File: src/verilog/d3i_consts.svh
// Mode register select codes, field positions and timing counts for the DDR3 init block
`ifndef D3I_CONSTS_SVH
`define D3I_CONSTS_SVH

// Mode register select codes on the bank bits
`define D3I_SEL_BURST_LATENCY 3'h0
`define D3I_SEL_DLL_DRIVE 3'h1
`define D3I_SEL_WRITE_LATENCY 3'h2
`define D3I_SEL_EXTRA_FEATURE 3'h3

// Field positions in the burst latency mode register; chop select and long calibration are command address bits
`define D3I_BL_LO 0
`define D3I_BL_HI 1
`define D3I_BURST_TYPE_BIT 3
`define D3I_DLL_RESET_BIT 8
`define D3I_CHOP_SEL_BIT 12
`define D3I_CAL_LONG_BIT 10

// Burst length field encodings
`define D3I_BL_FIXED8 2'h0
`define D3I_BL_ON_FLY 2'h1
`define D3I_BL_FIXED4 2'h2

// Reset values
`define D3I_MODE_RST 15'h0000
`define D3I_BANK_MASK_RST 4'h0

// Wait counts in clock cycles
`define D3I_DLL_LOCK_CYC 512
`define D3I_CAL_INIT_CYC 512

`endif

File: src/verilog/d3i_pkg.sv
// Types shared by the DDR3 init block
package d3i_pkg;

    typedef enum logic [1:0] {
        D3I_WAIT_CKE = 2'b00,
        D3I_PROGRAM = 2'b01,
        D3I_CALIBRATE = 2'b10,
        D3I_READY = 2'b11
    } d3i_state_t;

    typedef enum logic [2:0] {
        D3I_CMD_NONE = 3'b000,
        D3I_CMD_MODE_SET = 3'b001,
        D3I_CMD_CAL = 3'b010,
        D3I_CMD_READ = 3'b011,
        D3I_CMD_WRITE = 3'b100,
        D3I_CMD_OTHER = 3'b101
    } d3i_cmd_t;

endpackage

File: src/verilog/d3i_burst_seq.sv
// Beat order sequencer for one read or write burst
`timescale 1ns/1ns
`include "d3i_consts.svh"

module d3i_burst_seq
    import d3i_pkg::*;
(
    input wire logic core_clk, // Device clock
    input wire logic rst_n, // Reset, active low
    input wire logic start, // Burst command accepted
    input wire logic is_write, // Command is a write
    input wire logic chop, // Burst chopped to four
    input wire logic interleave, // Interleaved beat order
    input wire logic [2:0] start_col, // Start column bits 2..0
    output logic beat_valid_q, // Beat slot active
    output logic beat_drive_q, // Data driven in this slot
    output logic [2:0] beat_index_q // Beat index within burst
);

    logic [2:0] cnt_q;
    logic busy_q;
    logic wr_q;
    logic chop_q;
    logic il_q;
    logic [2:0] col_q;

    // Beat index for a given beat count
    function automatic logic [2:0] beat_of(input logic wr, input logic ch, input logic il,
                                           input logic [2:0] col, input logic [2:0] n);
        logic [1:0] low;
        low = col[1:0] + n[1:0];
        if (wr)
        begin
            beat_of = ch ? {col[2], n[1:0]} : n;
        end
        else if (il)
        begin
            beat_of = col ^ n;
        end
        else
        begin
            beat_of = {col[2] ^ n[2], low};
        end
    endfunction

    wire logic [2:0] cur_cnt = start ? 3'h0 : cnt_q;
    wire logic cur_wr = start ? is_write : wr_q;
    wire logic cur_ch = start ? chop : chop_q;
    wire logic cur_il = start ? interleave : il_q;
    wire logic [2:0] cur_col = start ? start_col : col_q;
    wire logic active = start | busy_q;

    // Burst capture and beat counting
    always_ff @(posedge core_clk or negedge rst_n)
    begin
        if (!rst_n)
        begin
            cnt_q <= 3'h0;
            busy_q <= 1'b0;
            wr_q <= 1'b0;
            chop_q <= 1'b0;
            il_q <= 1'b0;
            col_q <= 3'h0;
        end
        else
        begin
            if (start)
            begin
                wr_q <= is_write;
                chop_q <= chop;
                il_q <= interleave;
                col_q <= start_col;
            end
            busy_q <= active && (cur_cnt != 3'h7);
            cnt_q <= active ? cur_cnt + 3'h1 : 3'h0;
        end
    end

    // Registered beat outputs
    always_ff @(posedge core_clk or negedge rst_n)
    begin
        if (!rst_n)
        begin
            beat_valid_q <= 1'b0;
            beat_drive_q <= 1'b0;
            beat_index_q <= 3'h0;
        end
        else
        begin
            beat_valid_q <= active;
            beat_drive_q <= active && !(cur_ch && cur_cnt[2]);
            beat_index_q <= beat_of(cur_wr, cur_ch, cur_il, cur_col, cur_cnt);
        end
    end

endmodule

File: src/verilog/d3i_init_core.sv
// Device-side DDR3 init tracking, mode registers and termination gating
//
// Behaviour
// - Termination stays off in reset and until clock enable is first registered high.
// - Mode registers reset to zero; each must be written before use.
// - Mode sets and DLL reset never touch array contents.
// - Mode register zero is selected with all command and bank bits low.
// - Register zero bit 3 selects sequential or interleaved beat order.
// - Register zero bits 1..0 select chopped, eight-beat or on-the-fly bursts.
// - Sequential reads wrap within the nibble; chopped reads tri-state last four.
// - Interleaved reads XOR start column; writes ignore low column bits.
`timescale 1ns/1ns
`include "d3i_consts.svh"

module d3i_init_core
    import d3i_pkg::*;
#(
    parameter int DLL_LOCK_CYC = `D3I_DLL_LOCK_CYC,
    parameter int CAL_INIT_CYC = `D3I_CAL_INIT_CYC
)
(
    input wire logic core_clk, // Device clock
    input wire logic rst_n, // Reset pin, active low
    input wire logic cke, // Clock enable
    input wire logic cs_n, // Chip select, active low
    input wire logic ras_n, // Row strobe, active low
    input wire logic cas_n, // Column strobe, active low
    input wire logic we_n, // Write enable, active low
    input wire logic [2:0] bank, // Bank bits two..zero
    input wire logic [14:0] addr, // Address bits
    input wire logic termination_input, // Termination request
    output logic termination_on_q, // On-die termination active
    output logic init_done_q, // Ready for normal operation
    output logic [3:0] mode_written_q, // Mode registers written since reset
    output logic [14:0] burst_latency_mode_q, // Mode register zero
    output logic [14:0] dll_drive_mode_q, // Mode register one
    output logic [14:0] write_latency_mode_q, // Mode register two
    output logic [14:0] extra_feature_mode_q, // Mode register three
    output logic dll_locked_q, // DLL lock wait expired
    output logic beat_valid_q, // Burst beat slot active
    output logic beat_drive_q, // Burst beat data driven
    output logic [2:0] beat_index_q // Burst beat index
);

    localparam int CNT_W = 16;

    d3i_state_t state_q;
    d3i_state_t state_d;
    logic cke_seen_q;
    logic [CNT_W-1:0] dll_cnt_q;
    logic [CNT_W-1:0] cal_cnt_q;
    logic cal_started_q;

    // Command class of the pins; idle unless clock enable and chip select are active
    function automatic d3i_cmd_t decode_cmd(input logic en, input logic [3:0] pins,
                                            input logic cal_flag);
        if (!en || pins[3])
        begin
            decode_cmd = D3I_CMD_NONE;
        end
        else
        begin
            case (pins[2:0])
                3'b000: decode_cmd = D3I_CMD_MODE_SET;
                3'b110: decode_cmd = cal_flag ? D3I_CMD_CAL : D3I_CMD_OTHER;
                3'b101: decode_cmd = D3I_CMD_READ;
                3'b100: decode_cmd = D3I_CMD_WRITE;
                3'b111: decode_cmd = D3I_CMD_NONE;
                default: decode_cmd = D3I_CMD_OTHER;
            endcase
        end
    endfunction

    // Command decode while the clock enable pin is high
    wire d3i_cmd_t cmd_kind = decode_cmd(cke, {cs_n, ras_n, cas_n, we_n},
                                         addr[`D3I_CAL_LONG_BIT]);
    wire logic cmd_mode_set = (cmd_kind == D3I_CMD_MODE_SET);
    wire logic cmd_cal = (cmd_kind == D3I_CMD_CAL);
    wire logic cmd_read = (cmd_kind == D3I_CMD_READ);
    wire logic cmd_write = (cmd_kind == D3I_CMD_WRITE);

    // Mode register select
    wire logic sel_burst = cmd_mode_set && (bank == `D3I_SEL_BURST_LATENCY);
    wire logic sel_dll = cmd_mode_set && (bank == `D3I_SEL_DLL_DRIVE);
    wire logic sel_wlat = cmd_mode_set && (bank == `D3I_SEL_WRITE_LATENCY);
    wire logic sel_extra = cmd_mode_set && (bank == `D3I_SEL_EXTRA_FEATURE);
    wire logic dll_reset_req = sel_burst && addr[`D3I_DLL_RESET_BIT];

    // All four mode registers written since reset; bursts and ready wait on it
    wire logic all_written = (mode_written_q == 4'hf);

    // Burst length and type from mode register zero
    wire logic [1:0] bl_field = burst_latency_mode_q[`D3I_BL_HI:`D3I_BL_LO];
    wire logic burst_chop = (bl_field == `D3I_BL_FIXED4) ||
                            ((bl_field == `D3I_BL_ON_FLY) && !addr[`D3I_CHOP_SEL_BIT]);
    wire logic burst_il = burst_latency_mode_q[`D3I_BURST_TYPE_BIT];
    wire logic burst_start = (state_q == D3I_READY) && (cmd_read || cmd_write) &&
                             all_written;

    wire logic dll_done = (dll_cnt_q == '0);
    wire logic cal_done = cal_started_q && (cal_cnt_q == '0);

    // Init sequence tracking
    always_comb
    begin
        state_d = state_q;
        case (state_q)
            D3I_WAIT_CKE:
                if (cke)
                    state_d = D3I_PROGRAM;
            D3I_PROGRAM:
                if (cmd_cal)
                    state_d = D3I_CALIBRATE;
            D3I_CALIBRATE:
                if (dll_done && cal_done && all_written)
                    state_d = D3I_READY;
            D3I_READY:
                state_d = D3I_READY;
            default:
                state_d = D3I_WAIT_CKE;
        endcase
    end

    // State, clock enable seen and termination gating
    always_ff @(posedge core_clk or negedge rst_n)
    begin
        if (!rst_n)
        begin
            state_q <= D3I_WAIT_CKE;
            cke_seen_q <= 1'b0;
            termination_on_q <= 1'b0;
            init_done_q <= 1'b0;
        end
        else
        begin
            state_q <= state_d;
            cke_seen_q <= cke_seen_q | cke;
            termination_on_q <= (cke_seen_q | cke) && termination_input;
            init_done_q <= (state_d == D3I_READY);
        end
    end

    // Mode register writes replace the whole register; register zero stores the DLL reset bit as zero
    always_ff @(posedge core_clk or negedge rst_n)
    begin
        if (!rst_n)
        begin
            burst_latency_mode_q <= `D3I_MODE_RST;
            dll_drive_mode_q <= `D3I_MODE_RST;
            write_latency_mode_q <= `D3I_MODE_RST;
            extra_feature_mode_q <= `D3I_MODE_RST;
            mode_written_q <= `D3I_BANK_MASK_RST;
        end
        else
        begin
            if (sel_burst)
                burst_latency_mode_q <= addr & ~(15'h1 << `D3I_DLL_RESET_BIT);
            if (sel_dll)
                dll_drive_mode_q <= addr;
            if (sel_wlat)
                write_latency_mode_q <= addr;
            if (sel_extra)
                extra_feature_mode_q <= addr;
            mode_written_q <= mode_written_q | {sel_extra, sel_wlat, sel_dll, sel_burst};
        end
    end

    // DLL lock and calibration countdowns
    always_ff @(posedge core_clk or negedge rst_n)
    begin
        if (!rst_n)
        begin
            dll_cnt_q <= CNT_W'(DLL_LOCK_CYC);
            cal_cnt_q <= CNT_W'(CAL_INIT_CYC);
            cal_started_q <= 1'b0;
            dll_locked_q <= 1'b0;
        end
        else
        begin
            if (dll_reset_req)
                dll_cnt_q <= CNT_W'(DLL_LOCK_CYC);
            else if (!dll_done)
                dll_cnt_q <= dll_cnt_q - 16'h0001;
            if (cmd_cal)
            begin
                cal_cnt_q <= CNT_W'(CAL_INIT_CYC);
                cal_started_q <= 1'b1;
            end
            else if (cal_started_q && !cal_done)
                cal_cnt_q <= cal_cnt_q - 16'h0001;
            dll_locked_q <= dll_done && !dll_reset_req;
        end
    end

    // Burst beat ordering; no array state is touched by mode sets
    d3i_burst_seq u_burst
    (
        .core_clk(core_clk),
        .rst_n(rst_n),
        .start(burst_start),
        .is_write(cmd_write),
        .chop(burst_chop),
        .interleave(burst_il),
        .start_col(addr[2:0]),
        .beat_valid_q(beat_valid_q),
        .beat_drive_q(beat_drive_q),
        .beat_index_q(beat_index_q)
    );

endmodule

File: config.mk
export PLATFORM = sky130hd
export DESIGN_NAME = d3i_init_core
export DESIGN_NICKNAME = d
export VERILOG_FILES = /design/src/verilog/d3i_pkg.sv /design/src/verilog/d3i_burst_seq.sv /design/src/verilog/d3i_init_core.sv
export VERILOG_INCLUDE_DIRS = /design/src /design/src/verilog
export SDC_FILE = /design/constraint.sdc
export NUM_CORES = 1
export LEC_CHECK = 0
export BUFFER_PORTS_ARGS = -buffer_cell sky130_fd_sc_hd__buf_2
export CAP_MARGIN = 20
export CORE_MARGIN = 5
export CORE_UTILIZATION = 45
export CTS_BUF_LIST = sky130_fd_sc_hd__clkbuf_2
export DETAILED_ROUTE_END_ITERATION = 16
export PLACE_DENSITY_LB_ADDON = 0.2
export SYNTH_ARGS = -nofsm -noshare
export SYNTH_HDL_FRONTEND = slang
export SYNTH_HIERARCHICAL = 1
export SYNTH_SLANG_ARGS = --single-unit
File: constraint.sdc
create_clock -name core_clk -period 2.6 [get_ports core_clk]
set_clock_uncertainty 0.15 [all_clocks]
set_input_delay 0.39 -clock core_clk [delete_from_list [all_inputs] [get_ports core_clk]]
set_output_delay 0.39 -clock core_clk [all_outputs]
set_load 0.03 [all_outputs]
==> results of run 1 <==
-- worst max-delay path, cell delays in order --
cell and delay, ns:
dlygate4sd3_1 0.54, buf_2 0.11, nor2b_1 0.22, nand4b_1 0.13, nor3_1 0.22, buf_4 0.22, and2b_2 0.26, ha_1 0.20
and3_1 0.15, or3_1 0.35, xnor2_1 0.13
-- flip-flops by register name, summed over array words and instances, names as in the netlist, 2 cells and up --
signal	flops
extra_feature_mode_q	15
state_q	2
write_latency_mode_q	15
u_burst/cnt_q	3
u_burst/beat_index_q	3
dll_drive_mode_q	15
burst_latency_mode_q	14
cal_cnt_q	16
u_burst/col_q	3
dll_cnt_q	16
mode_written_q	4
-- logic make-up (layout without fill, tap and decap cells) --
logic type / after synthesis / after routing
and+or+nand+nor: 142 / 142
DFF: 117 / 117
muxes: 74 / 74
AOI/OAI and AO/OA: 56 / 56
buffers and inverters: 25 / 182
adders and majority gates: 6 / 6
other: 1 / 2
xor gates and xnor gates: 1 / 1
-- path summary, 6_finish.rpt --
kind	to	slack (ns)	depth (start not counted)
worst max-delay path	u_burst/beat_index_q[1]	0.09	11
worst min-delay path	cal_cnt_q[12]	0.11	3
worst max register to register	u_burst/beat_index_q[1]	0.19	8
worst min register to register	cke_seen_q	0.33	1
max in group asynchronous	dll_cnt_q[3]	1.50	3
min in group core_clk	u_burst/col_q[0]	0.11	4
-- repair_timing --
action,in CTS,in global routing
hold endpoints to repair,185,0
setup buffers,0,0
hold buffers,25,0
-- metrics by stage --
stage,setup WS (ns),area (um^2),hold slack [ns]
floorplan,0.159,5140,-0.0556
global placement,0.00649,5890,0.0760
detailed placement,-0.0408,5890,0.0788
CTS,0.174,6390,0.0377
global route,0.0847,6390,0.0368
finish,0.0930,6390,0.105
-- power by group --
group          total, W  switching [W]  internal, W
registers       0.00231       0.000233      0.00208
logic          0.000958       0.000564     0.000394
clock network   0.00123       0.000700     0.000531
total           0.00450        0.00150      0.00300
-- cell usage after synthesis, drive strengths merged, types with 3 or more instances --
library cell	count
nor3	9
nand2	25
buf	5
and3	6
nor2b	7
nor4	6
mux2	64
mux2i	10
or4	12
inv	10
a211oi	3
clkbuf	10
nor2	20
or3	17
ha	6
nand4	5
o21ai	15
dfrtp	115
a21oi	21
nand4b	6
nand2b	12
nand3	5
and2	3
o31ai	6
-- cell type report --
| type | instances | share of cell area |
|---|---|---|
| Inverter | 10 | 0.00587 |
| Tap cell | 143 | 0.0280 |
| Clock buffer | 18 | 0.0141 |
| Multi-Input combinational cell | 280 | 0.329 |
| Timing Repair Buffer | 140 | 0.139 |
| Antenna cell | 1 | 0.000391 |
| Clock inverter | 14 | 0.0252 |
| Sequential cell | 117 | 0.458 |
-- routing by layer --
| metal | GRT usage | up-vias |
|---|---|---|
| met5 | 0 | - |
| met4 | 0.0512 | 0 |
| met3 | 0.0843 | 8 |
| met2 | 0.290 | 109 |
| met1 | 0.236 | 1895 |
| li1 | - | 1837 |
-- cells in the final DEF, fill, tap and decap left out, types with 6 or more instances in the layout --
master and count:
dfrtp_1 115, buf_2 95, mux2_2 63, nand2_1 25
dlygate4sd3_1 25, a21oi_1 21, nor2_1 20, buf_4 19
clkbuf_2 18, or3_1 15, o21ai_0 14, nand2b_1 12
inv_1 10, or4_1 10, mux2i_1 10, nor3_1 8
nor2b_1 7, and3_1 6, nor4_1 6, nand4b_1 6
o31ai_1 6, ha_1 6
==> results.yml, run 1 <==
outcome:
  status: "finished clean"
sta:
  finalCritPeriodShare: 0.964
  fmax_mhz: 399
  period_needed_ns: 2.51
  hold_violations: 0
  slew_headroom: 0.592
  report.final.slew_viol_count: 0
  rsz0062_at_grt: "false"
  setup_viol: 0
  fin_setup_tns_ns: 0
  tightest_slew_ns: 0.610
logic_synthesis:
  synthTopCellsByArea: "dfrtp_1 (56%), mux2_2 (14%), a21oi_1 (2.0%), mux2i_1 (1.9%), nand2_1 (1.8%)"
  synth_top_family_by_area: "simple AND/OR/NAND/NOR gates"
  ys_ff_latch: 117
  synth_cells: 422
  yosysTopAreaCellShare: 0.560
  synth_mux_area_frac: 0.160
  synthArstFlopShare: 1.00
  yosysUniqueCellTypes: 50
  avgSynthCellArea_um2: 12.2
  synth_top_cell_by_area: "dfrtp_1"
  synth_nets: 454
  synth_xor_area_frac: 0.00170
  synthAdderAreaFrac: 0.0146
  ys_seq_area_frac: 0.570
  syn_area_um2: 5140
  synth_compound_area_frac: 0.0674
  synth-edff-count: 0
  synthFlopType: "dfrtp_1"
  synth-simple-area-share: 0.164
  synth_warnings: 6
detailed_routing:
  wl_um: 11800
  viasPerCell: 5.32
  dr_wl_met2_um: 5570
  wl_per_cell_um: 16.3
  vias: 3849
  met1_length_um: 5140
  drtPass1Iterations: 5
  met3_length_um: 958
  drt_iter0_markers: 207
  maxUsedRoutingLayer: "met4"
  drtAntennaViolNets: 0
  drc: 0
clocking:
  cts.repair.resized: 0
  cts.clk_slew.worst_paths_ns: 0.18
  clk_path_buf_depth: 2
  cts_inserted_buffers: 17
  cts_sinks: 117
  cts_tree: "yes"
  htreeDepth: 4
  clk_latency_ns: 0.65
  root_buffer: "clkbuf_2"
grt:
  antenna_found_initial: 0
  grt_pass1_wl_um: 19600
  grt_max_degree: 50
  first_global_vias: 3980
  grt.total_usage: 0.186
  overflow: 0
layout:
  final_nets: 598
  seqCellArea_um2: 2930
  areaGrowthSynthToFinish_pct: 24.3
  multiInputGateArea_um2: 2100
  drive_gt1_frac: 0.380
  post-route-util: 0.565
  fillCellCount: 972
  final_cells: 723
critical_path:
  critPathLaunch: "cke"
  worstPathRequired_ns: 3.01
  cp-start-kind: "primary input"
  timing.rr.start: "mode_written_q[2]"
  crit_arrival_ns: 2.92
  critPathKind: "in -> reg"
  critPathCaptureType: "flop"
  crit_fanout: 9
run:
  maxCapViolations: 0
floorplanning:
  chipHeight_um: 117
  die_width_um: 117
  num_rows: 39
  pin_count: 98
  dieArea_um2: 13700
  core_area_um2: 11300
  initial_core_util: 0.454
pwr:
  power.total_w: 0.00450
  peakVddDrop_mv: 0.554
  p_leak_nw: 3.23
  power_density_nw_per_um2: 704
placed_design:
  io_buffer_count: 96
  dp_hpwl_um: 8130
  dp.cells: 665
  gp_congestion: 0.840
min_path:
  hp-class: "in -> async"
(Power assumes the default switching activity.)
==> run 2, diff against run 1 <==
- CORE_ASPECT_RATIO: default -> 1.25
==> results.yml, run 2 (synthesis gave the netlist of run 1 again) <==
outcome:
  status: "finished clean"
floorplanning:
  die_width_um: 106
  chipHeight_um: 130
  core_area_um2: 11100
  initial_core_util: 0.462
  dieArea_um2: 13700
  num_rows: 43
  pin_count: 98
detailed_routing:
  drc: 0
  wl_um: 11600
  viasPerCell: 5.34
  drt_iter0_markers: 181
  drtAntennaViolNets: 0
  drtPass1Iterations: 4
  vias: 3786
  wl_per_cell_um: 16.4
grt:
  overflow: 0
  grt_max_degree: 58
  grt.total_usage: 0.183
  grt_pass1_wl_um: 19800
  first_global_vias: 3998
  antenna_found_initial: 1
sta:
  fmax_mhz: 402
  slew_headroom: 0.504
  period_needed_ns: 2.49
  finalWorstSetupSlack_ns: 0.115
  tightest_slew_ns: 0.738
  setup_viol: 0
  report.final.slew_viol_count: 0
  finalCritPeriodShare: 0.956
  rsz0062_at_grt: "false"
  hold_violations: 0
layout:
  final_nets: 593
  fillCellCount: 967
  post-route-util: 0.568
  final_common_cell: "dfrtp_1"
  final_cell_mix: "dfrtp_1 (115), buf_2 (95), mux2_2 (63)"
  drive_gt1_frac: 0.384
  reg_top3: "cal_cnt_q x16, dll_cnt_q x16"
  areaGrowthSynthToFinish_pct: 23.0
placed_design:
  dp_hpwl_um: 8110
  post-place-ws_ns: -0.116
  io_buffer_count: 96
  gp_congestion: 0.796
pwr:
  peakVddDrop_mv: 0.418
  p_leak_nw: 3.21
  power_density_nw_per_um2: 706
  power.total_w: 0.00447
clocking:
  cts_inserted_buffers: 17
  clk_path_buf_depth: 2
  cts_tree: "yes"
  cts_setup_buffers: 0
  cts_sinks: 117
  root_buffer: "clkbuf_2"
  clk_latency_ns: 0.65
  cts.clk_slew.worst_paths_ns: 0.15
  htreeDepth: 4
critical_path:
  cp-start-kind: "primary input"
  cp_cell_sequence: "dlygate4sd3_1 > buf_2 > nor2b_1 > nand4b_1 > nor3_2 > mux2_2 > ha_1 > and3_1 > or3_1 > xnor2_1"
  reg2reg_depth: 4
  worstPathRequired_ns: 2.98
  critPathCaptureType: "flop"
  critPathKind: "in -> reg"
  crit_arrival_ns: 2.87
  cpPeakStageDelay_ns: 0.53
  crit_fanout: 3
  reg2reg_setup_slack_ns: 0.17
  crit_slowest_cell: "dlygate4sd3_1"
min_path:
  hold_depth: 4
  hp-class: "in -> reg"
run:
  maxCapViolations: 0
-- run 2: repair_timing --
item,4_1_cts,5_1_grt
setup endpoints to repair,0,1
resized for setup,0,1
endpoints found under the hold margin,118,0
hold buffers,22,0
-- run 2: final timing paths --
kind | startpoint | endpoint
worst max register to register | cal_cnt_q[2] | cal_cnt_q[12]
worst max-delay path | cke | u_burst/beat_index_q[1]
min in group asynchronous | rst_n | dll_cnt_q[2]
max in group asynchronous | rst_n | dll_drive_mode_q[9]
worst min register to register | u_burst/chop_q | u_burst/beat_drive_q
worst min-delay path | ras_n | dll_cnt_q[9]
-- run 2: cell type report --
class	count	area [um^2]	area share
Multi-Input combinational cell	280	2110	0.333
Inverter	10	37.5	0.00593
Antenna cell	1	2.50	0.000396
Clock inverter	11	135	0.0214
Timing Repair Buffer	135	843	0.133
Sequential cell	117	2930	0.463
Clock buffer	20	100	0.0158
Tap cell	135	169	0.0267
-- run 2: stage by stage --
stage          cell area (um^2)  instances  hold slack, ns  setup TNS [ns]
3_3_place_gp               5860        655           0.283        -0.00777
2_1_floorplan              5140        422         -0.0556               0
5_1_grt                    6330        709          0.0545               0
4_1_cts                    6320        708          0.0460               0
6_report                   6330        709          0.0965               0
3_5_place_dp               5860        655           0.290          -0.116
-- run 2: critical path: cells and delay by family --
kind | cells | cell delay [ns]
xor+xnor | 1 | 0.13
fa+ha+maj | 1 | 0.22
buf+inv | 2 | 0.64
mux | 1 | 0.38
simple gates | 5 | 1.10
-- run 2: where the power goes --
| part | switching, W | internal, W | leakage, nW |
|---|---|---|---|
| Clock | 0.000670 | 0.000530 | 0.141 |
| Sequential | 0.000234 | 0.00208 | 1.50 |
| Combinational | 0.000564 | 0.000392 | 1.57 |
-- run 2: per-layer routing --
metal | vias to the layer above | global-route usage | wire, um
li1 | 1813 | - | -
met1 | 1863 | 0.214 | 4920
met2 | 94 | 0.307 | 5670
met3 | 16 | 0.0752 | 829
met4 | 0 | 0.0595 | 180
met5 | - | 0 | 0
==> run 3, diff against run 2 <==
--- a/config.mk
+++ b/config.mk
@@ -11,5 +11,5 @@
 export CORE_ASPECT_RATIO = 1.25
 export CORE_MARGIN = 5
-export CORE_UTILIZATION = 45
+export CORE_UTILIZATION = 57
 export CTS_BUF_LIST = sky130_fd_sc_hd__clkbuf_2
 export DETAILED_ROUTE_END_ITERATION = 16
==> constraint.sdc (replaced) <==
create_clock -name core_clk -period 2.6 [get_ports core_clk]
set_clock_uncertainty 0.15 [all_clocks]
set_input_delay 0.26 -clock core_clk [delete_from_list [all_inputs] [get_ports core_clk]]
set_output_delay 0.26 -clock core_clk [all_outputs]
set_load 0.03 [all_outputs]
==> results.yml, run 3 (synthesis gave the netlist of run 1 again) <==
outcome:
  status: "finished clean"
detailed_routing:
  vias: 3979
  drtPass1Iterations: 5
  drtAntennaViolNets: 0
  viasPerCell: 5.67
  wl_per_cell_um: 17.2
  wl_um: 12100
  drt_iter0_markers: 142
  drc: 0
sta:
  fin_setup_tns_ns: 0
  setup_viol: 0
  report.final.slew_viol_count: 0
  rsz0062_at_grt: "false"
  slew_headroom: 0.529
  tightest_slew_ns: 0.701
  period_needed_ns: 2.44
  fmax_mhz: 410
  hold_violations: 0
  finalCritPeriodShare: 0.939
  hold-worst-slack_ns: 0.251
grt:
  overflow: 0
  grt.total_usage: 0.242
  antenna_found_initial: 0
  first_global_vias: 4243
  grt_max_degree: 47
  grt_pass1_wl_um: 20300
pwr:
  power_density_nw_per_um2: 697
  peakVddDrop_mv: 0.452
  p_leak_nw: 3.26
critical_path:
  crit_arrival_ns: 2.86
  critPathCaptureType: "flop"
  crit_fanout: 14
  cp-start-kind: "flop"
  worstPathRequired_ns: 3.02
  critPathKind: "reg -> reg"
clocking:
  cts_tree: "yes"
  cts_inserted_buffers: 17
  root_buffer: "clkbuf_2"
  htreeDepth: 4
  cts_setup_buffers: 0
  clk_latency_ns: 0.65
  cts_sinks: 117
  clk_path_buf_depth: 2
  cts.clk_slew.worst_paths_ns: 0.18
  cts.repair.resized: 0
placed_design:
  dp_hpwl_um: 8210
  io_buffer_count: 96
  gp_congestion: 0.836
layout:
  antenna_cells: 0
  final_cell_mix: "dfrtp_1 (115), buf_2 (95), mux2_2 (63)"
  drive_gt1_frac: 0.376
  post-route-util: 0.733
  final_common_cell: "dfrtp_1"
  final_nets: 602
  areaGrowthSynthToFinish_pct: 24.7
  reg_top3: "cal_cnt_q x16, dll_cnt_q x16"
floorplanning:
  chipHeight_um: 116
  initial_core_util: 0.588
  core_area_um2: 8750
  pin_count: 98
  num_rows: 38
  die_width_um: 95.0
  dieArea_um2: 11000
run:
  maxCapViolations: 0
min_path:
  hp-class: "in -> reg"
run 3: cell count changes in the layout (fill, tap and decap cells not counted), sizes merged:
cell         previous run  this run
dlygate4sd3            22        31
diode                   1         0
run 3: cell type report:
| class | count | area (um^2) |
|---|---|---|
| Sequential cell | 117 | 2930 |
| Fill cell | 637 | 2330 |
| Multi-Input combinational cell | 280 | 2100 |
| Timing Repair Buffer | 144 | 958 |
| Tap cell | 120 | 150 |
| Clock inverter | 11 | 135 |
| Clock buffer | 20 | 100 |
| Inverter | 10 | 37.5 |
run 3: worst paths after layout:
kind,from,endpoint,slack [ns],cells after the start
max in group asynchronous,rst_n,mode_written_q[0],1.41,4
hold / removal,addr[4],write_latency_mode_q[4],0.25,3
setup / recovery,cal_cnt_q[2],cal_cnt_q[10],0.16,4
setup reg to reg,cal_cnt_q[2],cal_cnt_q[10],0.16,4
hold reg to reg,u_burst/chop_q,u_burst/beat_drive_q,0.30,1
min in group asynchronous,rst_n,dll_drive_mode_q[13],0.55,4
run 3: timing repair:
item / 4_1_cts / 5_1_grt
endpoints found under the setup margin: 0 / 0
hold buffers: 32 / 0
endpoints found under the hold margin: 190 / 0
run 3: metrics by stage:
step	std cells	setup slack (ns)	power (W)	cell area, um^2
after global placement	639	0.152	0.00323	5850
after global routing	702	0.0838	0.00475	6410
after detailed placement	639	0.109	0.00328	5850
after CTS	702	0.171	0.00450	6410
after floorplan	422	0.159	0.00295	5140
final	702	0.159	0.00447	6410
run 3: per-layer routing:
| metal | share of wire | vias to the layer above | GRT usage | routed length (um) |
|---|---|---|---|---|
| met5 | 0 | - | 0 | 0 |
| met4 | 0.020 | 0 | 0.0895 | 240 |
| met3 | 0.062 | 24 | 0.0818 | 755 |
| met2 | 0.52 | 125 | 0.410 | 6250 |
| met1 | 0.40 | 1999 | 0.288 | 4840 |
| li1 | - | 1831 | - | - |
run 3: critical path, cell delays in order, from the launching register on:
cell and delay [ns]:
dfrtp_1 0.47, or4_4 0.58, or3_4 0.47, or4_1 0.54, a21oi_1 0.15
run 3: power breakdown:
group	switching [W]	internal [W]	leakage (nW)	total [W]
sequential	0.000243	0.00208	1.50	0.00232
clock	0.000653	0.000530	0.141	0.00118
combinational	0.000571	0.000400	1.62	0.000971
